File: src/inc/uframe_sched_cfg.svh
/*
  Address map, field positions and response codes of the interrupt
  microframe scheduler. Assumes inclusion by bare name from rtl files.
*/
`ifndef UFRAME_SCHED_CFG_SVH
`define UFRAME_SCHED_CFG_SVH

`define ADDR_W          8
`define ADDR_DESC_TWO   8'h00
`define ADDR_DESC_FOUR  8'h04
`define ADDR_COUNT_ZERO 8'h08
`define ADDR_IRQ_STATUS 8'h0C
`define ADDR_IRQ_ENABLE 8'h10
`define ADDR_IRQ_CLEAR  8'h14

`define FRAME_LSB       3
`define FRAME_W         5
`define RESULT_LSB      8
`define RESULT_W        3
`define NUM_UFRAMES     8
`define COUNT_W         12
`define IRQ_W           2
`define IRQ_DONE        0
`define IRQ_ERROR       1

`define RESP_OKAY       2'h0
`define RESP_SLVERR     2'h2
`define ZERO_WORD       32'h0000_0000

`endif

File: src/inc/uframe_sched_pkg.sv
/*
  Types shared by the microframe scheduler blocks.
  Assumes nothing beyond a SystemVerilog compiler.
*/
package uframe_sched_pkg;

  // Outcome flags of one interrupt transaction
  typedef struct packed {
    logic underrun;
    logic babble;
    logic txErr;
  } txn_flags_t;

  // Completion report from the bus engine
  typedef struct packed {
    logic       valid;
    logic [2:0] uframe;
    logic       isIn;
    txn_flags_t flags;
    logic [11:0] count;
  } txn_done_t;

  // Transaction request to the bus engine
  typedef struct packed {
    logic       valid;
    logic [2:0] uframe;
  } txn_req_t;

  typedef enum logic [0:0] {
    SCHED_IDLE = 1'b0,
    SCHED_WAIT = 1'b1
  } sched_state_t;

endpackage

File: src/rtl/periodic_int_microframe_sched.sv
/*
  Interrupt transfer microframe scheduler: schedule mask, per-microframe
  results, microframe zero byte count, interrupt, AXI4-Lite registers.
  Assumes a bus engine that reports each issued transaction once.
*/
`timescale 1ns/10ps
`include "uframe_sched_cfg.svh"

module periodic_int_microframe_sched
  import uframe_sched_pkg::*;
(
  input  wire logic                    core_clk,
  input  wire logic                    reset,
  input  wire logic [`ADDR_W-1:0]      s_axi_awaddr,
  input  wire logic                    s_axi_awvalid,
  output logic                         s_axi_awready,
  input  wire logic [31:0]             s_axi_wdata,
  input  wire logic [3:0]              s_axi_wstrb,
  input  wire logic                    s_axi_wvalid,
  output logic                         s_axi_wready,
  output logic [1:0]                   s_axi_bresp,
  output logic                         s_axi_bvalid,
  input  wire logic                    s_axi_bready,
  input  wire logic [`ADDR_W-1:0]      s_axi_araddr,
  input  wire logic                    s_axi_arvalid,
  output logic                         s_axi_arready,
  output logic [31:0]                  s_axi_rdata,
  output logic [1:0]                   s_axi_rresp,
  output logic                         s_axi_rvalid,
  input  wire logic                    s_axi_rready,
  input  wire logic                    sofPulse,
  input  wire logic [`FRAME_W-1:0]     busFrame,
  input  wire logic [2:0]              busUframe,
  input  uframe_sched_pkg::txn_done_t  txnDone,
  output uframe_sched_pkg::txn_req_t   txnReq,
  output logic                         irq
);
  import uframe_sched_pkg::*;

  localparam int RES_TOTAL = `RESULT_W * `NUM_UFRAMES;

  // Register state
  logic [`FRAME_W-1:0]       frameField_q, frameField_d;
  logic [`NUM_UFRAMES-1:0]   schedMask_q, schedMask_d;
  logic [RES_TOTAL-1:0]      results_q, results_d;
  logic [`COUNT_W-1:0]       countZero_q, countZero_d;
  logic [`IRQ_W-1:0]         irqStatus_q, irqStatus_d;
  logic [`IRQ_W-1:0]         irqEnable_q, irqEnable_d;
  logic                      irq_d;

  // Bus side handshake results
  logic                      wrEn;
  logic [`ADDR_W-1:0]        wrAddr;
  logic [31:0]               wrData;
  logic [3:0]                wrStrb;
  logic [31:0]               rdWord;
  logic                      rdHit;
  logic                      wrHit;

  logic                      schedBusy;
  logic                      doneSeen;
  logic [`RESULT_W-1:0]      newResult;
  logic [`NUM_UFRAMES-1:0]   armBits;
  logic [`IRQ_W-1:0]         irqEvents;
  logic [`IRQ_W-1:0]         irqClear;
  logic [31:0]               mergedWord;
  logic [31:0]               enableMerged;

  // Byte-lane merge of a write into an existing word
  function automatic logic [31:0] strobeMerge(
    input logic [31:0] oldWord,
    input logic [31:0] newWord,
    input logic [3:0]  strb
  );
    logic [31:0] res;
    res = oldWord;
    for (int b = 0; b < 4; b++) begin
      if (strb[b]) begin
        res[b*8 +: 8] = newWord[b*8 +: 8];
      end
    end
    return res;
  endfunction

  // Address decode shared by the read and write sides
  function automatic logic isMapped(input logic [`ADDR_W-1:0] a);
    return (a == `ADDR_DESC_TWO)   || (a == `ADDR_DESC_FOUR) ||
           (a == `ADDR_COUNT_ZERO) || (a == `ADDR_IRQ_STATUS) ||
           (a == `ADDR_IRQ_ENABLE) || (a == `ADDR_IRQ_CLEAR);
  endfunction

  axi_lite_regs_slave u_bus (
    .core_clk (core_clk),
    .reset    (reset),
    .awaddr   (s_axi_awaddr),
    .awvalid  (s_axi_awvalid),
    .awready  (s_axi_awready),
    .wdata    (s_axi_wdata),
    .wstrb    (s_axi_wstrb),
    .wvalid   (s_axi_wvalid),
    .wready   (s_axi_wready),
    .bresp    (s_axi_bresp),
    .bvalid   (s_axi_bvalid),
    .bready   (s_axi_bready),
    .araddr   (s_axi_araddr),
    .arvalid  (s_axi_arvalid),
    .arready  (s_axi_arready),
    .rdata    (s_axi_rdata),
    .rresp    (s_axi_rresp),
    .rvalid   (s_axi_rvalid),
    .rready   (s_axi_rready),
    .rdWord   (rdWord),
    .rdHit    (rdHit),
    .wrHit    (wrHit),
    .wrEn     (wrEn),
    .wrAddr   (wrAddr),
    .wrData   (wrData),
    .wrStrb   (wrStrb)
  );

  uframe_issue_sched u_sched (
    .core_clk   (core_clk),
    .reset      (reset),
    .sofPulse   (sofPulse),
    .busFrame   (busFrame),
    .busUframe  (busUframe),
    .frameField (frameField_q),
    .schedMask  (schedMask_q),
    .doneSeen   (doneSeen),
    .txnReq     (txnReq),
    .busy       (schedBusy)
  );

  // Reports arriving while nothing is outstanding are dropped
  assign doneSeen = txnDone.valid && schedBusy;

  // Write decode is against the address held by the slave
  assign wrHit = isMapped(wrAddr);
  assign rdHit = isMapped(s_axi_araddr);

  // Flags that do not apply to the token direction are masked off
  assign newResult[0] = txnDone.flags.txErr;
  assign newResult[1] = txnDone.flags.babble && txnDone.isIn;
  assign newResult[2] = txnDone.flags.underrun && !txnDone.isIn;

  assign irqEvents[`IRQ_DONE]  = doneSeen;
  assign irqEvents[`IRQ_ERROR] = doneSeen && (newResult != '0);

  // Read mux
  always_comb begin
    rdWord = `ZERO_WORD;
    case (s_axi_araddr)
      `ADDR_DESC_TWO: begin
        rdWord[`FRAME_LSB +: `FRAME_W] = frameField_q;
      end
      `ADDR_DESC_FOUR: begin
        rdWord[`RESULT_LSB +: RES_TOTAL] = results_q;
        rdWord[`NUM_UFRAMES-1:0]         = schedMask_q;
      end
      `ADDR_COUNT_ZERO: rdWord[`COUNT_W-1:0] = countZero_q;
      `ADDR_IRQ_STATUS: rdWord[`IRQ_W-1:0]   = irqStatus_q;
      `ADDR_IRQ_ENABLE: rdWord[`IRQ_W-1:0]   = irqEnable_q;
      default:          rdWord = `ZERO_WORD;
    endcase
  end

  // Software side decode of the descriptor and interrupt registers
  always_comb begin
    mergedWord   = strobeMerge(`ZERO_WORD, wrData, wrStrb);
    enableMerged = strobeMerge({30'h0000_0000, irqEnable_q}, wrData, wrStrb);
    frameField_d = frameField_q;
    irqEnable_d  = irqEnable_q;
    armBits      = '0;
    irqClear     = '0;
    if (wrEn) begin
      case (wrAddr)
        `ADDR_DESC_TWO: begin
          if (wrStrb[0]) begin
            frameField_d = wrData[`FRAME_LSB +: `FRAME_W];
          end
        end
        `ADDR_DESC_FOUR: armBits = mergedWord[`NUM_UFRAMES-1:0];
        `ADDR_IRQ_ENABLE: begin
          irqEnable_d = enableMerged[`IRQ_W-1:0];
        end
        `ADDR_IRQ_CLEAR: irqClear = mergedWord[`IRQ_W-1:0];
        default: begin
          armBits  = '0;
          irqClear = '0;
        end
      endcase
    end
  end

  // Hardware side: schedule mask, results and microframe zero count
  always_comb begin
    schedMask_d = schedMask_q;
    results_d   = results_q;
    countZero_d = countZero_q;
    if (doneSeen) begin
      results_d[txnDone.uframe*`RESULT_W +: `RESULT_W] = newResult;
      schedMask_d[txnDone.uframe] = 1'b0;
      if (txnDone.uframe == '0 && txnDone.isIn && schedMask_q[0]) begin
        countZero_d = txnDone.count;
      end
    end
    // Writing 1 arms a bit, writing 0 leaves it; an arm beats a clear
    schedMask_d = schedMask_d | armBits;
  end

  // Sticky status: a new event wins over a clear in the same cycle
  always_comb begin
    irqStatus_d = (irqStatus_q & ~irqClear) | irqEvents;
    irq_d       = |(irqStatus_d & irqEnable_d);
  end

  always_ff @(posedge core_clk) begin
    if (reset) begin
      frameField_q <= '0;
      schedMask_q  <= '0;
      results_q    <= '0;
      countZero_q  <= '0;
      irqStatus_q  <= '0;
      irqEnable_q  <= '0;
      irq          <= 1'b0;
    end else begin
      frameField_q <= frameField_d;
      schedMask_q  <= schedMask_d;
      results_q    <= results_d;
      countZero_q  <= countZero_d;
      irqStatus_q  <= irqStatus_d;
      irqEnable_q  <= irqEnable_d;
      irq          <= irq_d;
    end
  end
endmodule

File: src/rtl/axi_lite_regs_slave.sv
/*
  AXI4-Lite slave front end: one read in flight; a second write is held while a write response waits.
  Assumes the owner supplies read data for araddr combinationally.
*/
`timescale 1ns/10ps
`include "uframe_sched_cfg.svh"

module axi_lite_regs_slave (
  input  wire logic                 core_clk,
  input  wire logic                 reset,
  input  wire logic [`ADDR_W-1:0]   awaddr,
  input  wire logic                 awvalid,
  output logic                      awready,
  input  wire logic [31:0]          wdata,
  input  wire logic [3:0]           wstrb,
  input  wire logic                 wvalid,
  output logic                      wready,
  output logic [1:0]                bresp,
  output logic                      bvalid,
  input  wire logic                 bready,
  input  wire logic [`ADDR_W-1:0]   araddr,
  input  wire logic                 arvalid,
  output logic                      arready,
  output logic [31:0]               rdata,
  output logic [1:0]                rresp,
  output logic                      rvalid,
  input  wire logic                 rready,
  input  wire logic [31:0]          rdWord,
  input  wire logic                 rdHit,
  input  wire logic                 wrHit,
  output logic                      wrEn,
  output logic [`ADDR_W-1:0]        wrAddr,
  output logic [31:0]               wrData,
  output logic [3:0]                wrStrb
);
  logic                awHeld_q, awHeld_d, wHeld_q, wHeld_d;
  logic                bvalid_d, rvalid_d, wrEn_d;
  logic [1:0]          bresp_d, rresp_d;
  logic [31:0]         rdata_d, wrData_d;
  logic [3:0]          wrStrb_d;
  logic [`ADDR_W-1:0]  wrAddr_d;
  logic                awTake, wTake, arTake;

  // Each channel is ready only while it holds nothing, so a payload is never overwritten
  assign awready = !awHeld_q && !reset;
  assign wready  = !wHeld_q && !reset;
  assign arready = !rvalid && !reset;
  assign awTake  = awvalid && awready;
  assign wTake   = wvalid && wready;
  assign arTake  = arvalid && arready;

  always_comb begin
    awHeld_d = awHeld_q || awTake;
    wHeld_d  = wHeld_q || wTake;
    wrAddr_d = awTake ? awaddr : wrAddr;
    wrData_d = wTake ? wdata : wrData;
    wrStrb_d = wTake ? wstrb : wrStrb;
    wrEn_d   = 1'b0;
    bvalid_d = bvalid && !bready;
    bresp_d  = bresp;
    if (awHeld_q && wHeld_q && !bvalid) begin
      wrEn_d   = wrHit;
      bvalid_d = 1'b1;
      bresp_d  = wrHit ? `RESP_OKAY : `RESP_SLVERR;
      awHeld_d = 1'b0;
      wHeld_d  = 1'b0;
    end
    rvalid_d = rvalid && !rready;
    rdata_d  = rdata;
    rresp_d  = rresp;
    if (arTake) begin
      rvalid_d = 1'b1;
      rdata_d  = rdHit ? rdWord : `ZERO_WORD;
      rresp_d  = rdHit ? `RESP_OKAY : `RESP_SLVERR;
    end
  end

  always_ff @(posedge core_clk) begin
    if (reset) begin
      awHeld_q <= 1'b0;
      wHeld_q  <= 1'b0;
      wrEn     <= 1'b0;
      wrAddr   <= '0;
      wrData   <= `ZERO_WORD;
      wrStrb   <= '0;
      bvalid   <= 1'b0;
      bresp    <= `RESP_OKAY;
      rvalid   <= 1'b0;
      rdata    <= `ZERO_WORD;
      rresp    <= `RESP_OKAY;
    end else begin
      awHeld_q <= awHeld_d;
      wHeld_q  <= wHeld_d;
      wrEn     <= wrEn_d;
      wrAddr   <= wrAddr_d;
      wrData   <= wrData_d;
      wrStrb   <= wrStrb_d;
      bvalid   <= bvalid_d;
      bresp    <= bresp_d;
      rvalid   <= rvalid_d;
      rdata    <= rdata_d;
      rresp    <= rresp_d;
    end
  end
endmodule

File: src/rtl/uframe_issue_sched.sv
/*
  Decides at each microframe start whether an interrupt transaction
  is issued. Assumes sofPulse is one cycle wide per microframe.
*/
`timescale 1ns/10ps
`include "uframe_sched_cfg.svh"

module uframe_issue_sched
  import uframe_sched_pkg::*;
(
  input  wire logic                      core_clk,
  input  wire logic                      reset,
  input  wire logic                      sofPulse,
  input  wire logic [`FRAME_W-1:0]       busFrame,
  input  wire logic [2:0]                busUframe,
  input  wire logic [`FRAME_W-1:0]       frameField,
  input  wire logic [`NUM_UFRAMES-1:0]   schedMask,
  input  wire logic                      doneSeen,
  output uframe_sched_pkg::txn_req_t     txnReq,
  output logic                           busy
);
  sched_state_t state_q, state_d;
  txn_req_t     req_d;
  logic         frameMatch;

  // A zero frame field marks sub-millisecond polling: mask alone decides
  assign frameMatch = (frameField == busFrame) || (frameField == '0);
  assign busy       = (state_q == SCHED_WAIT);

  always_comb begin
    state_d      = state_q;
    req_d.valid  = 1'b0;
    req_d.uframe = txnReq.uframe;
    case (state_q)
      SCHED_IDLE: begin
        if (sofPulse && frameMatch && schedMask[busUframe]) begin
          req_d.valid  = 1'b1;
          req_d.uframe = busUframe;
          state_d      = SCHED_WAIT;
        end
      end
      SCHED_WAIT: begin
        if (doneSeen) begin
          state_d = SCHED_IDLE;
        end
      end
      default: state_d = SCHED_IDLE;
    endcase
  end

  always_ff @(posedge core_clk) begin
    if (reset) begin
      state_q <= SCHED_IDLE;
      txnReq  <= '0;
    end else begin
      state_q <= state_d;
      txnReq  <= req_d;
    end
  end
endmodule

File: config.mk
export PLATFORM = sky130hd
export DESIGN_NAME = periodic_int_microframe_sched
export DESIGN_NICKNAME = d
export VERILOG_FILES = /design/src/inc/uframe_sched_pkg.sv /design/src/rtl/periodic_int_microframe_sched.sv /design/src/rtl/axi_lite_regs_slave.sv /design/src/rtl/uframe_issue_sched.sv
export VERILOG_INCLUDE_DIRS = /design/src /design/src/inc
export SDC_FILE = /design/constraint.sdc
export NUM_CORES = 1
export LEC_CHECK = 0
export ABC_AREA = 1
export BUFFER_PORTS_ARGS = -buffer_cell sky130_fd_sc_hd__buf_2
export CORE_ASPECT_RATIO = 0.75
export CORE_MARGIN = 5
export CORE_UTILIZATION = 45
export CTS_BUF_LIST = sky130_fd_sc_hd__clkbuf_4
export DETAILED_ROUTE_END_ITERATION = 8
export GPL_TIMING_DRIVEN = 0
export HOLD_SLACK_MARGIN = 0.1
export PLACE_DENSITY = 0.68
export SYNTH_ARGS = -nofsm -noshare
export SYNTH_HDL_FRONTEND = slang
export SYNTH_HIERARCHICAL = 1
export SYNTH_SLANG_ARGS = --single-unit
File: constraint.sdc
create_clock -name core_clk -period 3.7 [get_ports core_clk]
set_clock_uncertainty 0.2 [all_clocks]
set_input_delay 0 -clock core_clk [delete_from_list [all_inputs] [get_ports core_clk]]
set_output_delay 0 -clock core_clk [all_outputs]
set_load 0.05 [all_outputs]
* Word-level counts from Yosys, hierarchy flattened
Cells that the tools add are included.
** Storage, ports and cells
- Flip-flop bits (word level) :: 117
- Input bits :: 88
- Output and inout bits :: 46
- Logic and storage cells :: 128
** Operators by class
- Add/sub/neg operators :: 1
- Multiply operators :: 1
- Magnitude comparators :: 3
- Equality and inequality tests :: 11
- Shift operators :: 2
- Multiplexer cells :: 28
- Bitwise operators :: 9
- Reduce and logical (&&, ||, !) cells :: 52
** Operator list (number)
- 5-bit negation with 34-bit output :: 1
- 3-bit by 34-bit variable shift with 24-bit output, first input constant :: 1
- 3-bit by 34-bit variable part select with 24-bit output :: 1
- 8-bit by 4-bit == test with 1-bit output, second input constant :: 4
- 8-bit by 5-bit == test with 1-bit output, second input constant :: 4
- 32-bit two-way mux :: 1
- 8-bit two-way mux :: 4
- 24-bit bitwise mux :: 1
- 20-bit two-way mux :: 1
- 1-bit logical AND :: 19
- 8-bit by 3-bit == test with 1-bit output, second input constant :: 2
- 8-bit zero test :: 2
- 5-bit one-hot mux with 3 select lines :: 1
- 2-bit two-way mux :: 7
- 1-bit logical OR :: 13
- 8-bit bitwise AND :: 1
- 1-bit zero test :: 8
- 3-bit by 4-bit < comparator with 1-bit output, second input constant :: 2
- 8-bit NOT :: 1
- 8-bit OR :: 1
- 2-bit one-hot mux with 4 select lines :: 1
- 4-bit one-hot mux with 2 select lines :: 1
- 2-bit OR reduction :: 4
- 1-bit two-way mux :: 6
- 16 further kinds :: 20

* Logic depth before layout (Yosys ltp)
Gate-level depths: netlist of the first run.
- Depth in word-level cells :: 8
- Gate-level depth with buffers :: 10
- Mapped depth without buffers :: 10

* Modules after synthesis
The synthesis of the first run kept the hierarchy.
** Modules (own cells, without submodules)
- axi_lite_regs_slave :: times used 1, cells each 425, area an instance 3245.6 µm², seq. area each 1661.6 µm²
- periodic_int_microframe_sched :: times used 1, cells each 414, area an instance 2767.7 µm², seq. area each 1081.0 µm²
- uframe_issue_sched :: times used 1, cells each 75, area an instance 415.4 µm², seq. area each 100.1 µm²

* Worst setup path before layout of the first run
Ideal clock, no wire load.
- Path kind :: input-to-reg
- Start :: input txnDone[16] (netlist name)
- End :: register results_q[12]
- Library setup time :: 119 ps
- Arrival :: 1273 ps
- Required time :: 3381 ps
- Path slack :: 2108 ps
- Stages on the path :: 9
- Buffers on the path :: 1
- Cell sequence :: inv_2 -> buf_6 -> ha_1 -> ha_1 -> inv_1 -> nor2_1 -> nand4_2 -> o21ai_0 -> a21oi_1
** On the way
- Cells in the longest elaborated chain, start to end :: 4
- Elaborated cells on any way between the ends :: 5
- Classes of those cells :: add/sub (1); mul (1); shift (2); mux (1)
** Ends and longest elaborated chain
- from (decl) :: RTL line periodic_int_microframe_sched.sv:34 : input uframe_sched_pkg::txn_done_t txnDone,
- 3-bit by 2-bit multiplier with 5-bit output (no line) (*)
- 5-bit negation with 34-bit output (*) :: RTL line periodic_int_microframe_sched.sv:201 : results_d[txnDone.uframe*`RESULT_W +: `RESULT_W] = newResult;
- 3-bit by 34-bit variable part select with 24-bit output / 3-bit by 34-bit variable shift with 24-bit output (equally long branches) :: RTL line periodic_int_microframe_sched.sv:201
- 24-bit bitwise mux (*) :: RTL line periodic_int_microframe_sched.sv:201
- to (signal assigned) :: RTL line periodic_int_microframe_sched.sv:229 : results_q <= results_d;
- to (decl) :: RTL line periodic_int_microframe_sched.sv:45 : logic [RES_TOTAL-1:0] results_q, results_d;
Every way passes the cells marked *; elsewhere a longest branch is shown, timed or not.
A chain may end at the register's enable or synchronous reset.

* Final worst setup path of the first run
- Start :: input txnDone[16] (netlist name)
- End :: register results_q[6]
The elaborated chain is that of the path after synthesis.

==> results of run 1 <==
[sequential cells by signal (all words and copies together), names as in the netlist]
register	cells
u_bus/bvalid	1
irqEnable_q	2
u_bus/rresp	1
u_sched/busy	1
u_bus/wrData	8
u_bus/wrStrb	1
u_bus/rdata	32
u_bus/wrAddr	8
u_bus/wrEn	1
schedMask_q	8
countZero_q	12
u_sched/txnReq	4
results_q	24
irqStatus_q	2
frameField_q	5
irq	1
u_bus/wHeld_q	1
u_bus/bresp	1
u_bus/rvalid	1
u_bus/awHeld_q	1
[path summary, 6_finish.rpt]
check | to
min | results_q[18]
min reg2reg | results_q[18]
max | results_q[6]
max reg2reg | countZero_q[9]
[final cells by class]
cell class / count / area (µm²)
clock buffer: 19 / 143
tap: 162 / 203
multi-input combinational: 528 / 2500
sequential: 115 / 2300
timing repair buffer: 273 / 2220
clock inverter: 13 / 141
buffer: 45 / 267
inverter: 113 / 424
fill: 983 / 3550
[worst max-delay path: stages]
cell	delay [ns]
dlygate4sd3_1	0.55
buf_2	0.23
inv_2	0.09
buf_6	0.15
ha_1	0.36
inv_1	0.16
nor3_2	0.17
dlygate4sd3_1	0.60
nand3_2	0.13
nor2_1	0.11
dlygate4sd3_1	0.55
nor2_1	0.04
dlygate4sd3_1	0.54
[power by group through the flow]
stage,combinational (µW),sequential [µW],clock [µW]
finish,492,1300,958
detailed placement,364,1330,0
floorplan,194,1390,0
global route,534,1310,1040
global placement,361,1330,0
CTS,474,1300,972
[metrics by stage]
| step | util | total power (µW) | hold WS (ns) | instance area (µm²) | setup WS [ns] |
|---|---|---|---|---|---|
| finish | 0.698 | 2750 | 0.185 | 8190 | 0.220 |
| global route | 0.698 | 2880 | 0.179 | 8190 | 0.0812 |
| CTS | 0.699 | 2740 | 0.141 | 8200 | 0.117 |
| detailed placement | 0.529 | 1690 | -0.00261 | 6210 | 1.60 |
| global placement | 0.529 | 1690 | -0.00871 | 6210 | 1.64 |
| floorplan | - | 1580 | -0.128 | 5490 | 2.11 |
[metal layers]
| layer | global-route usage | vias up |
|---|---|---|
| met2 | 0.407 | 258 |
| met3 | 0.0757 | 27 |
| met4 | 0.0670 | 0 |
| li1 | - | 3149 |
| met5 | 0 | - |
| met1 | 0.353 | 2855 |
[repair_timing]
item | 4_1_cts | 5_1_grt
resized for setup | 0 | 1
endpoints found under the setup margin | 0 | 1
hold buffers | 171 | 0
hold endpoints to repair | 114 | 0
==> impl_metrics.yaml, run 1 <==
layout:
  nNetsFinal: 1185
  mostFrequentLayoutCells: "dlygate4sd3_1, nand2_1, buf_2, dfxtp_1, nand3_1"
  antenna_cells: 0
  mostFrequentLayoutCell: "dlygate4sd3_1"
  drive_above_1_share: 0.178
  stdcell_count: 1268
  syn2layout_area_growth_pct: 49.4
worst_setup_path:
  reg2reg_setup_slack_ns: 0.82
  cp.required_ns: 3.91
  startpoint: "txnDone[16]"
  reg2reg_depth: 8
  worstReg2RegStart: "u_sched/busy"
  start_kind: "input pin"
  cp_max_fo: 10
  end_kind: "register"
  arrival_ns: 3.69
  critPathKind: "input pin to register"
global_route:
  grt_pass1_wl_mm: 30.0
  antenna_found_initial: 0
  grt_pass1_vias: 6198
  grt_use_total: 0.260
  grt_max_degree: 17
  grt-ovfl-total: 0
synth:
  synth.cell_area_mm2: 0.00548
  synthCells: 800
  synth.avg_cell_area_um2: 6.86
  yosysWarnings: 6
clock_network:
  insertion_delay_ns: 0.52
  cts_sinks: 115
  root_buffer: "clkbuf_4"
  post_cts_buffers: 0
  htreeDepth: 4
  cts-buffers-inserted: 17
  cts_max_path_buffers: 2
  cts_tree: "yes"
  path_clk_slew_ns: 0.10
power_and_ir_drop:
  intPower_uw: 1950
  peakVddDrop_v: 0.000198
  p_sw_uw: 799
  p_leak_uw: 0.00384
  power_density_mw_per_mm2: 336
  power_frac_comb: 0.179
  p_seq_frac: 0.473
  clkPwrFrac: 0.349
  switching_share: 0.291
timing:
  fmax_mhz: 287
  tns_ns: 0
  hold_viol_final: 0
  rsz0062_at_grt: "no"
  finalSetupViolations: 0
  finalCritPeriodShare: 0.941
  drv_slew: 0
  min_period_ns: 3.48
route:
  drt-vias-per-instance: 4.96
  finalWirelength_mm: 18.4
  drc: 0
  met2_length_mm: 8.16
  drt_iter0_drc: 553
  ant_nets: 0
  routed.top_layer: "met4"
  wire_per_inst_um: 14.5
  met1_length_mm: 8.39
  drt_pre_antenna_iters: 5
  met3_wirelength_mm: 1.63
  vias: 6289
floorplanning:
  die_w_um: 137
  die_h_um: 106
  dieArea_mm2: 0.0145
  coreArea_mm2: 0.0117
  start_util: 0.467
  pin_count: 134
  fp-row-count: 34
run_status:
  status: "finished clean"
worst_hold_path:
  min_from: "txnDone[12]"
  hold_depth: 4
  min_path_type: "input pin to register"
place:
  portBuffers: 103
  place.gp.congestion: 0.864
  dp_hpwl_mm: 11.8
  dp_cells: 1066
flow_run:
  cap_violations: 0
Power figures use the tool's default switching activity.
==> run 2, diff against run 1 <==
CORE_UTILIZATION = 32   (was 45)
PLACE_DENSITY = default   (was 0.68)
==> run 2 against run 1 <==
Net effect: flip-flop and latch count unchanged; design area increased by 0.84%; register-to-register slack better by 0.12 ns; setup slack worse by 0.033 ns; utilization down 21 points; final cell count is 4.4% higher; non-clock buffer count grew 3; die area increased by 37%; first-iteration DRC count shrank 27%; sequential share of layout area down 0.23 points; largest cell class is now buffers.
==> impl_metrics.yaml, run 2 (synthesis results as in run 1) <==
place:
  place.gp.congestion: 0.855
  portBuffers: 103
  pre_cts_ws_ns: 1.61
  dp_hpwl_mm: 12.2
route:
  drc: 0
  finalWirelength_mm: 17.9
  vias: 6169
  ant_nets: 0
  wire_per_inst_um: 13.5
  drt-vias-per-instance: 4.66
  drt_iter0_drc: 401
  drt_pre_antenna_iters: 5
clock_network:
  insertion_delay_ns: 0.54
  cts_tree: "yes"
  root_buffer: "clkbuf_4"
  post_cts_buffers: 0
  cts_sinks: 115
  htreeDepth: 4
  cts-buffers-inserted: 17
  path_clk_slew_ns: 0.11
  cts_max_path_buffers: 2
timing:
  hold_viol_final: 0
  tns_ns: 0
  drv_slew: 0
  fin_ws_ns: 0.187
  rsz0062_at_grt: "no"
  hold_ws_ns: 0.0127
  min_period_ns: 3.51
  finalSetupViolations: 0
  finalCritPeriodShare: 0.949
  fmax_mhz: 285
floorplanning:
  dieArea_mm2: 0.0199
  start_util: 0.326
  die_h_um: 123
  coreArea_mm2: 0.0168
  fp-row-count: 41
  pin_count: 134
  die_w_um: 161
power_and_ir_drop:
  p_sw_uw: 815
  p_seq_frac: 0.495
  p_leak_uw: 0.00383
  intPower_uw: 1810
  power_density_mw_per_mm2: 318
  switching_share: 0.310
  power_frac_comb: 0.186
  clkPwrFrac: 0.319
  peakVddDrop_v: 0.000170
global_route:
  grt-ovfl-total: 0
  grt_pass1_vias: 5850
  grt_pass1_wl_mm: 29.0
  antenna_found_initial: 0
  grt_max_degree: 17
  grt_use_total: 0.183
layout:
  nNetsFinal: 1188
  antenna_cells: 0
  fillCellCount: 1707
  reg_top3: "u_bus/rdata x32, results_q x24, countZero_q x12"
  mostFrequentLayoutCells: "dlygate4sd3_1, nand2_1, buf_2, dfxtp_1, nand3_1"
  mostFrequentLayoutCell: "dlygate4sd3_1"
  drive_above_1_share: 0.179
  finalCoreUtilization: 0.491
  largest_register_ffs: 32
  syn2layout_area_growth_pct: 50.7
  top_register: "u_bus/rdata"
worst_setup_path:
  end_kind: "register"
  critPathKind: "input pin to register"
  arrival_ns: 3.75
  start_kind: "input pin"
  cp.required_ns: 3.94
  cp_max_fo: 10
  reg2reg_setup_slack_ns: 0.94
worst_hold_path:
  min_path_type: "input pin to register"
flow_run:
  cap_violations: 0
run_status:
  status: "finished clean"
-- run 2: changes by cell type in the layout (fill, tap and decap cells not counted), sizes merged --
| cell | previous run | this run |
|---|---|---|
| clkinvlp | 2 | 8 |
| clkinv | 8 | 5 |
| dlygate4sd3 | 170 | 173 |
| buf | 143 | 142 |
| bufinv | 3 | 1 |
-- run 2: worst paths after layout --
| check | startpoint | endpoint | cells past startpoint |
|---|---|---|---|
| setup / recovery | txnDone[16] | results_q[18] | 13 |
| hold / removal | s_axi_araddr[7] | u_bus/rdata[1] | 8 |
| setup reg to reg | u_sched/busy | countZero_q[7] | 8 |
| hold reg to reg | results_q[14] | results_q[14] | 2 |
-- run 2: cell type report --
class	instances	area [µm²]	share of cell area
Inverter	113	424	0.0513
Multi-Input combinational cell	528	2500	0.303
Clock buffer	18	135	0.0164
Clock inverter	14	116	0.0141
Buffer	45	267	0.0323
Timing Repair Buffer	276	2250	0.272
Sequential cell	115	2300	0.279
Tap cell	215	269	0.0326
-- run 2: routing by layer --
metal	wire, µm	up-vias	GRT usage
met5	0	-	0
met4	178	0	0.0485
met3	1240	15	0.0447
met2	7490	203	0.280
met1	8970	2795	0.261
li1	-	3156	-
-- run 2: through the flow --
step | cell area (µm²) | total power [µW] | std cells
floorplan | 5490 | 1580 | 801
global placement | 6270 | 1690 | 1119
detailed placement | 6270 | 1690 | 1119
CTS | 8250 | 2640 | 1323
global route | 8260 | 2760 | 1324
finish | 8260 | 2630 | 1324
-- run 2: what timing repair did --
item	4_1_cts	5_1_grt
hold endpoints to repair	114	1
gates resized for setup	0	3
hold buffers	172	2
endpoints found under the setup margin	0	2
-- run 2: power groups by stage --
stage | Clock, µW | Combinational (µW) | Sequential (µW)
global placement | 0 | 365 | 1330
detailed placement | 0 | 367 | 1330
finish | 839 | 488 | 1300
CTS | 862 | 478 | 1300
floorplan | 0 | 194 | 1390
global route | 923 | 533 | 1300
-- run 2: worst max-delay path: stages --
cell and delay (ns):
dlygate4sd3_1 0.54, clkbuf_4 0.21, inv_2 0.08, buf_6 0.15
ha_1 0.38, inv_2 0.11, nor3_2 0.17, dlygate4sd3_1 0.61
nand2_1 0.08, dlygate4sd3_1 0.64, o21ai_0 0.16, a21oi_1 0.05
dlygate4sd3_1 0.55
